`src/design/ookm_pkg.sv`:
```
package ookm_pkg;
  // system clock rate
  localparam int unsigned CLK_HZ = 125000000;
  localparam int unsigned CLK_NS_X10 = 80; // period in 0.1 ns
  // reference oscillator and carrier
  localparam int unsigned REF_HZ = 8704000;
  localparam int unsigned REF_PER_CARRIER = 4;
  // direction hold times in microseconds
  localparam int unsigned DIR_HOLD_SLOW_US = 1667;
  localparam int unsigned DIR_HOLD_MID_US = 417;
  localparam int unsigned DIR_HOLD_FAST_US = 137;
  // noise filter times in microseconds
  localparam int unsigned NOISE_SLOW_US = 4;
  localparam int unsigned NOISE_FAST_US = 2;
  // direction lead time in nanoseconds
  localparam int unsigned DIR_LEAD_NS = 270;
  // time-out counts in reference clock ticks (longest time, round down)
  localparam int unsigned DIR_SLOW_REF = (DIR_HOLD_SLOW_US * 8704) / 1000;
  localparam int unsigned DIR_MID_REF = (DIR_HOLD_MID_US * 8704) / 1000;
  localparam int unsigned DIR_FAST_REF = (DIR_HOLD_FAST_US * 8704) / 1000;
  // noise filter in system clocks (least time, round up)
  localparam int unsigned NOISE_SLOW_CYC =
    (NOISE_SLOW_US * 1000 * 10 + CLK_NS_X10 - 1) / CLK_NS_X10;
  localparam int unsigned NOISE_FAST_CYC =
    (NOISE_FAST_US * 1000 * 10 + CLK_NS_X10 - 1) / CLK_NS_X10;
  // direction lead in system clocks (least time, round up)
  localparam int unsigned DIR_LEAD_CYC =
    (DIR_LEAD_NS * 10 + CLK_NS_X10 - 1) / CLK_NS_X10;
  // operating modes
  typedef enum logic [1:0]
  {
    OOKM_IDLE = 2'b00,
    OOKM_RX = 2'b01,
    OOKM_TX = 2'b10,
    OOKM_STBY = 2'b11
  } ookm_mode_t;
endpackage : ookm_pkg

```
`src/design/ookm_mode_ctrl.sv`:
```
`timescale 1ns/100ps
// Operation
// - direction hold 1667 us with both rate selects low, 417 us with one high; 137 us limit with both high is unused, standby holds direction low
// - direction output changes at least 270 ns before the receive output; in standby the receive output follows carrier with direction low
// - both rate selects high selects standby
// - standby keeps the receive path detecting carrier and driving output
// - standby keeps the coax output quiet regardless of transmit data
// - outside standby start in idle; receive output high, coax quiet
// - idle with no carrier past time-out: receive high, direction low
// - idle moves to receive when valid carrier is detected
// - idle moves to transmit when transmit data falls low
// - receive and transmit exclude each other until idle returns
// - in receive, output follows every valid burst from any source
// - output goes low only after carrier persists past noise filter
// - direction stays high through one bits until time-out after activity
// - receive ends 16 bit times after last valid rising edge of output
// - outside standby carrier is sent while transmit data is low
// - transmit mode holds the receive output high, coax input ignored
// - transmit mode holds direction low for message and its time-out
// - transmit ends 16 bit times after transmit data last rises
// - carrier is the reference clock divided by four
// - noise filter 4 us at slowest rate, 2 us at faster rates
module ookm_mode_ctrl
  import ookm_pkg::*;
#(
  parameter int unsigned DIR_SLOW = DIR_SLOW_REF,
  parameter int unsigned DIR_MID = DIR_MID_REF,
  parameter int unsigned DIR_FAST = DIR_FAST_REF,
  parameter int unsigned NOISE_SLOW = NOISE_SLOW_CYC,
  parameter int unsigned NOISE_FAST = NOISE_FAST_CYC,
  parameter int unsigned LEAD = DIR_LEAD_CYC
) (
  // clock and reset
  input wire logic i_clk,
  input wire logic i_arst_n,
  // rate selects, low when open
  input wire logic i_rate_select_a,
  input wire logic i_rate_select_b,
  // host side
  input wire logic i_mod_data_in,
  output logic o_demod_data_out,
  output logic o_dir,
  // coax side: carrier detected level and carrier out
  input wire logic i_coax_rx_in,
  output logic o_coax_tx_out,
  // mode view
  output logic [1:0] o_mode
);
  localparam int unsigned TW = 16;
  localparam int unsigned NW = 10;
  localparam int unsigned LW = 6;

  logic ref_tick;
  ookm_mode_t mode_r;
  ookm_mode_t mode_nxt;
  logic stby;
  logic slow;
  logic [TW-1:0] tmo_lim;
  logic [NW-1:0] nf_lim;
  logic [TW-1:0] tmo_r;
  logic [NW-1:0] nf_r;
  logic carrier_q_r;
  logic carrier_q_d_r;
  logic tx_d_r;
  logic activity;
  logic expired;
  logic [1:0] car_ph_r;
  logic [LW-1:0] dly_r;
  logic [LW-1:0] lead_lim;
  logic demod_pend_r;
  logic demod_tgt_r;

  // standby and rate decode; open pins read as low
  assign stby = i_rate_select_a & i_rate_select_b;
  assign slow = ~i_rate_select_a & ~i_rate_select_b;
  assign lead_lim = LW'(LEAD);

  // time-out and noise filter limits from rate selects
  always_comb
  begin
    if (slow)
    begin
      tmo_lim = TW'(DIR_SLOW);
      nf_lim = NW'(NOISE_SLOW);
    end
    else if (i_rate_select_a && i_rate_select_b)
    begin
      tmo_lim = TW'(DIR_FAST);
      nf_lim = NW'(NOISE_FAST);
    end
    else if (i_rate_select_a)
    begin
      tmo_lim = TW'(DIR_MID);
      nf_lim = NW'(NOISE_FAST);
    end
    else
    begin
      tmo_lim = TW'(DIR_MID);
      nf_lim = NW'(NOISE_FAST);
    end
  end

  // reference tick generator at 8.704 MHz
  ookm_ref_div #(
    .IN_HZ(CLK_HZ),
    .OUT_HZ(REF_HZ)
  ) u_ref_div (
    .i_clk(i_clk),
    .i_arst_n(i_arst_n),
    .o_tick(ref_tick)
  );

  // noise filter: carrier qualified after persisting past filter time
  always_ff @(posedge i_clk or negedge i_arst_n)
  begin
    if (!i_arst_n)
    begin
      nf_r <= '0;
      carrier_q_r <= 1'b0;
    end
    else if (!i_coax_rx_in)
    begin
      nf_r <= '0;
      carrier_q_r <= 1'b0;
    end
    else if (nf_r >= nf_lim)
    begin
      carrier_q_r <= 1'b1;
    end
    else
    begin
      nf_r <= nf_r + NW'(1);
    end
  end

  // edge history of qualified carrier and transmit data
  always_ff @(posedge i_clk or negedge i_arst_n)
  begin
    if (!i_arst_n)
    begin
      carrier_q_d_r <= 1'b0;
      tx_d_r <= 1'b1;
    end
    else
    begin
      carrier_q_d_r <= carrier_q_r;
      tx_d_r <= i_mod_data_in;
    end
  end

  // activity restarting the time-out, per mode
  always_comb
  begin
    activity = 1'b0;
    unique case (mode_r)
      OOKM_RX: activity = carrier_q_r;
      OOKM_TX: activity = ~i_mod_data_in;
      OOKM_IDLE: activity = 1'b0;
      OOKM_STBY: activity = 1'b0;
    endcase
  end

  assign expired = (tmo_r >= tmo_lim);

  // time-out counter on reference ticks
  always_ff @(posedge i_clk or negedge i_arst_n)
  begin
    if (!i_arst_n)
    begin
      tmo_r <= '0;
    end
    else if (activity || mode_r == OOKM_IDLE || mode_r == OOKM_STBY)
    begin
      tmo_r <= '0;
    end
    else if (ref_tick && !expired)
    begin
      tmo_r <= tmo_r + TW'(1);
    end
  end

  // mode next state
  always_comb
  begin
    mode_nxt = mode_r;
    if (stby)
    begin
      mode_nxt = OOKM_STBY;
    end
    else
    begin
      unique case (mode_r)
        OOKM_STBY: mode_nxt = OOKM_IDLE;
        OOKM_IDLE:
          if (carrier_q_r)
            mode_nxt = OOKM_RX;
          else if (!i_mod_data_in && tx_d_r)
            mode_nxt = OOKM_TX;
        OOKM_RX:
          if (expired && !carrier_q_r)
            mode_nxt = OOKM_IDLE;
        OOKM_TX:
          if (expired && i_mod_data_in)
            mode_nxt = OOKM_IDLE;
      endcase
    end
  end

  // mode register, idle from power-on
  always_ff @(posedge i_clk or negedge i_arst_n)
  begin
    if (!i_arst_n)
      mode_r <= OOKM_IDLE;
    else
      mode_r <= mode_nxt;
  end

  // direction output, high only in receive
  always_ff @(posedge i_clk or negedge i_arst_n)
  begin
    if (!i_arst_n)
      o_dir <= 1'b0;
    else
      o_dir <= (mode_nxt == OOKM_RX);
  end

  // demodulated output target and delay behind direction
  always_ff @(posedge i_clk or negedge i_arst_n)
  begin
    if (!i_arst_n)
    begin
      demod_tgt_r <= 1'b1;
      demod_pend_r <= 1'b0;
      dly_r <= '0;
      o_demod_data_out <= 1'b1;
    end
    else
    begin
      // receive or standby follow qualified carrier, else high
      if (mode_nxt == OOKM_RX || mode_nxt == OOKM_STBY)
        demod_tgt_r <= ~carrier_q_r;
      else
        demod_tgt_r <= 1'b1;
      if (demod_tgt_r != o_demod_data_out && !demod_pend_r)
      begin
        demod_pend_r <= 1'b1;
        dly_r <= '0;
      end
      else if (demod_pend_r)
      begin
        if (dly_r >= lead_lim)
        begin
          o_demod_data_out <= demod_tgt_r;
          demod_pend_r <= 1'b0;
        end
        else
        begin
          dly_r <= dly_r + LW'(1);
        end
      end
    end
  end

  // carrier phase: reference divided by four
  always_ff @(posedge i_clk or negedge i_arst_n)
  begin
    if (!i_arst_n)
      car_ph_r <= 2'h0;
    else if (ref_tick)
      car_ph_r <= car_ph_r + 2'h1;
  end

  // coax output, quiet in standby or with data high
  always_ff @(posedge i_clk or negedge i_arst_n)
  begin
    if (!i_arst_n)
      o_coax_tx_out <= 1'b0;
    else if (stby || i_mod_data_in)
      o_coax_tx_out <= 1'b0;
    else
      o_coax_tx_out <= car_ph_r[1];
  end

  // mode view
  always_ff @(posedge i_clk or negedge i_arst_n)
  begin
    if (!i_arst_n)
      o_mode <= 2'h0;
    else
      o_mode <= mode_nxt;
  end
endmodule : ookm_mode_ctrl

```
`src/design/ookm_ref_div.sv`:
```
`timescale 1ns/100ps
// fractional divider: one-cycle pulse at an average rate of out_hz
module ookm_ref_div #(
  parameter int unsigned IN_HZ = 125000000,
  parameter int unsigned OUT_HZ = 8704000
) (
  // clock and reset
  input wire logic i_clk,
  input wire logic i_arst_n,
  // tick out
  output logic o_tick
);
  logic [31:0] acc_r;
  logic [32:0] sum;

  // phase accumulator with wrap at in_hz
  always_comb
  begin
    sum = {1'b0, acc_r} + 33'(OUT_HZ);
  end

  always_ff @(posedge i_clk or negedge i_arst_n)
  begin
    if (!i_arst_n)
    begin
      acc_r <= 32'h0;
      o_tick <= 1'b0;
    end
    else if (sum >= 33'(IN_HZ))
    begin
      acc_r <= 32'(sum - 33'(IN_HZ));
      o_tick <= 1'b1;
    end
    else
    begin
      acc_r <= sum[31:0];
      o_tick <= 1'b0;
    end
  end
endmodule : ookm_ref_div

```
`config.mk`:
```
export PLATFORM = sky130hd
export DESIGN_NAME = ookm_mode_ctrl
export DESIGN_NICKNAME = d
export VERILOG_FILES = /design/src/design/ookm_pkg.sv /design/src/design/ookm_mode_ctrl.sv /design/src/design/ookm_ref_div.sv
export SDC_FILE = /design/constraint.sdc
export NUM_CORES = 1
export LEC_CHECK = 0
export BUFFER_PORTS_ARGS = -buffer_cell sky130_fd_sc_hd__buf_2
export CAP_MARGIN = 40
export CORE_UTILIZATION = 55
export DETAILED_ROUTE_END_ITERATION = 8
export PLACE_DENSITY_LB_ADDON = 0.1
export SKIP_CTS_REPAIR_TIMING = 1
export SYNTH_ARGS = -nofsm -noshare
export SYNTH_HDL_FRONTEND = slang
export SYNTH_SLANG_ARGS = --single-unit
```
`constraint.sdc`:
```
create_clock -name i_clk -period 3.22 [get_ports i_clk]
set_input_delay 0.322 -clock i_clk [delete_from_list [all_inputs] [get_ports i_clk]]
set_output_delay 0.322 -clock i_clk [all_outputs]
set_load 0.005 [all_outputs]
```
==> metrics <==
DRT antenna net count=0; Max VDD drop=between 200 and 250 uV; count of maximum capacitance violations=0; TritonCTS buffer count=9; grt total ovfl=0; Register-to-Register Path Depth=11; final routed wire length divided by cell count=~15 um; cell leakage power=around 0.0021 uW; fin crit share=0.9521; sequential fraction of the synthesis area=0.3912; Max Slew Vio Count=0; number of antenna violations at the first check in global routing=0; finished layout cell area=4962 sq um; master cell of the clock root buffer=clkbuf_8; starting density of the core=0.5747; mean area per synthesized cell=between 9 and 10 sq um; H-tree depth=3; largest clock skew in the final design=9.720 ps; Die ar.=around 8500 sq um; total inserted antenna cells=0; EDFF count, synth=0; sum of negative setup slack=0 ps; chip width=slightly above 90 um; Residual DRC=0; first-pass GRT wire length=15.57 mm; summed instance area of the synthesized netlist=around 4500 sq um; Netlist cell types=slightly above 70; synthesized netlist cell count=480; critical path cell sequence=ha_4, nor4_4, a211oi_2, o311ai_2, o21ai_1, o31ai_4, a21oi_4, buf_4, a211oi_1, o31ai_1, xnor2_1; RD Place Congestion=roughly 0.85; final setup violation count=0; number of detailed-routing iterations run before antenna repair=4; Final nets=526; Fmax=0.3262 GHz; Req. time, crit path=around 3400 ps; filler cell count in the final layout=about 660; Most used DFF post-synth=dfrtp_1; most common cell after layout, fill and taps aside=dfrtp_1; layout cell share with drive strength beyond 1=0.1383; actual transition at the worst max-transition pin=757.8 ps; final number of hold-violating endpoints=0; post-synth net total=approximately 500; standard-cell row count=32; most frequent cells in the layout=66 x dfrtp_1, 50 x nor2_1, 34 x xnor2_1, 32 x nand2_1, 29 x xor2_1; min-delay worst type=input pin to async pin; maximum root-to-sink buffer count=2; flops & latches, synth=70; ys async rst share=1.000; CP max-delay cell=nor4_4; Layout area overhead=10.60%; detailed-route vias per instance=approximately 5.8; area of placed instances=between 4000 and 5000 sq um; DR vias=~3500; number of buffers inserted by port buffering=10; Arr. time, crit path=around 3300 ps; Synthesis Warnings=0; CP startpoint kind=flop; source-to-sink clock delay at the later pin of the worst-skew pair=340 ps; total global-route track usage=0.2301; Worst slew margin=0.4948; post-DP HPWL=6.737 mm; nature of the critical path endpoint=flop; register area=between 1500 and 2000 sq um; post-layout min period=between 3000 and 4000 ps; combined area of the multi-input logic cells=2575 sq um; Crit Path Max Fanout=8; number of global-route vias before repair=between 3000 and 4000; die height=92.32 um; TritonCTS clock tree=built; Top-Level Pins=11; largest net degree at the start of global routing=39; Iter 0 DRT Violations=around 190; total number of clock tree sinks=70; Clock transition at path regs=80 ps; area of the core region=around 8000 sq um; outcome=finished, final reports clean; final wirelength=between 9 and 10 mm; critical path start-end classification=flop to flop; power per standard cell area=346.1 nW/um^2; CP peak stage delay=480 ps
-- per-stage QoR --
step                  util  power (uW)  cells  hold slack (ps)  setup WS (ps)
finish              0.6356        1717    608            50.25          154.3
global route        0.6356        1785    608            75.82         -32.26
CTS                 0.6269        1738    604            72.27          78.76
detailed placement  0.6008        1007    588            441.5          108.2
global placement    0.6008        1006    588            435.1          145.3
floorplan                -       958.5    480            26.41          394.7
-- cell usage after synthesis (all sizes together) (5+ instances only) --
cell type	number	area share
dfrtp	67	0.37
ha	19	0.053
nand3	10	0.011
buf	10	0.015
o21ai	18	0.021
and3	11	0.015
and2	14	0.020
nand2	32	0.027
and4	6	0.012
nor2b	6	0.0084
nor3	18	0.022
xnor2	34	0.066
nand4	14	0.020
clkbuf	10	0.0084
a211oi	5	0.0084
inv	23	0.019
o311ai	5	0.013
nor2	50	0.042
a21oi	18	0.023
a31oi	10	0.017
xor2	29	0.057
nand2b	9	0.014
-- registers in the layout (all words and copies together) (netlist names), 2 cells and up --
name and cells:
u_ref_div.acc_r 26, car_ph_r 2, nf_r 10, dly_r 6, o_mode 2, tmo_r 16
-- report_power, final --
group          internal, uW  switching, uW
logic                  32.4           56.3
clock network           401            329
registers               889           9.94
total                  1320            395
-- final cells by class --
class / instances / share of cell area
Multi-Input combinational cell: 367 / 0.5189
Sequential cell: 70 / 0.3540
Timing Repair Buffer: 30 / 0.04286
Clock buffer: 13 / 0.03202
Tap cell: 102 / 0.02572
Inverter: 23 / 0.01740
Clock inverter: 3 / 0.009077
-- layer usage --
metal / global-route usage / vias up / routed length (um)
li1: - / 1735 / -
met1: 0.3326 / 1704 / 4680
met2: 0.3580 / 56 / 4349
met3: 0.03448 / 7 / 237
met4: 0.06641 / 0 / 82
met5: 0 / - / 0
-- worst max-delay path: cells and delay by family, from the launching register on --
kind / cells / cell delay, ps
flip-flops: 1 / 470
XOR/XNOR: 1 / 140
buffers and inverters: 1 / 160
adder cells (fa/ha/maj): 1 / 220
AO/OA/AOI/OAI: 7 / 1470
AND/OR/NAND/NOR: 1 / 480
-- cell families (layout without fill, tap and decap cells) --
group | after synthesis | in the layout | synth area share
and+or+nand+nor | 187 | 187 | 0.2245
AOI/OAI and AO/OA | 92 | 92 | 0.1514
DFF | 70 | 70 | 0.3912
xor gates and xnor gates | 63 | 63 | 0.1230
buffers and inverters | 43 | 69 | 0.04294
adders and majority gates | 19 | 19 | 0.05298
muxes | 6 | 6 | 0.01394
-- worst paths after layout --
check                                              startpoint                            end  slack [ps]
worst max register to register  u_ref_div.acc_r[13]$_DFF_PN0_  u_ref_div.acc_r[28]$_DFF_PN0_         150
worst min register to register  u_ref_div.acc_r[31]$_DFF_PN0_  u_ref_div.acc_r[31]$_DFF_PN0_         460
worst min-delay path                                 i_arst_n           tmo_r[0]$_DFFE_PN0P_          50
min in group i_clk                              i_mod_data_in               tx_d_r$_DFF_PN1_         100
worst max-delay path            u_ref_div.acc_r[13]$_DFF_PN0_  u_ref_div.acc_r[28]$_DFF_PN0_         150
max in group asynchronous                            i_arst_n               tx_d_r$_DFF_PN1_        2460
Power figures use the tool's default switching activity.
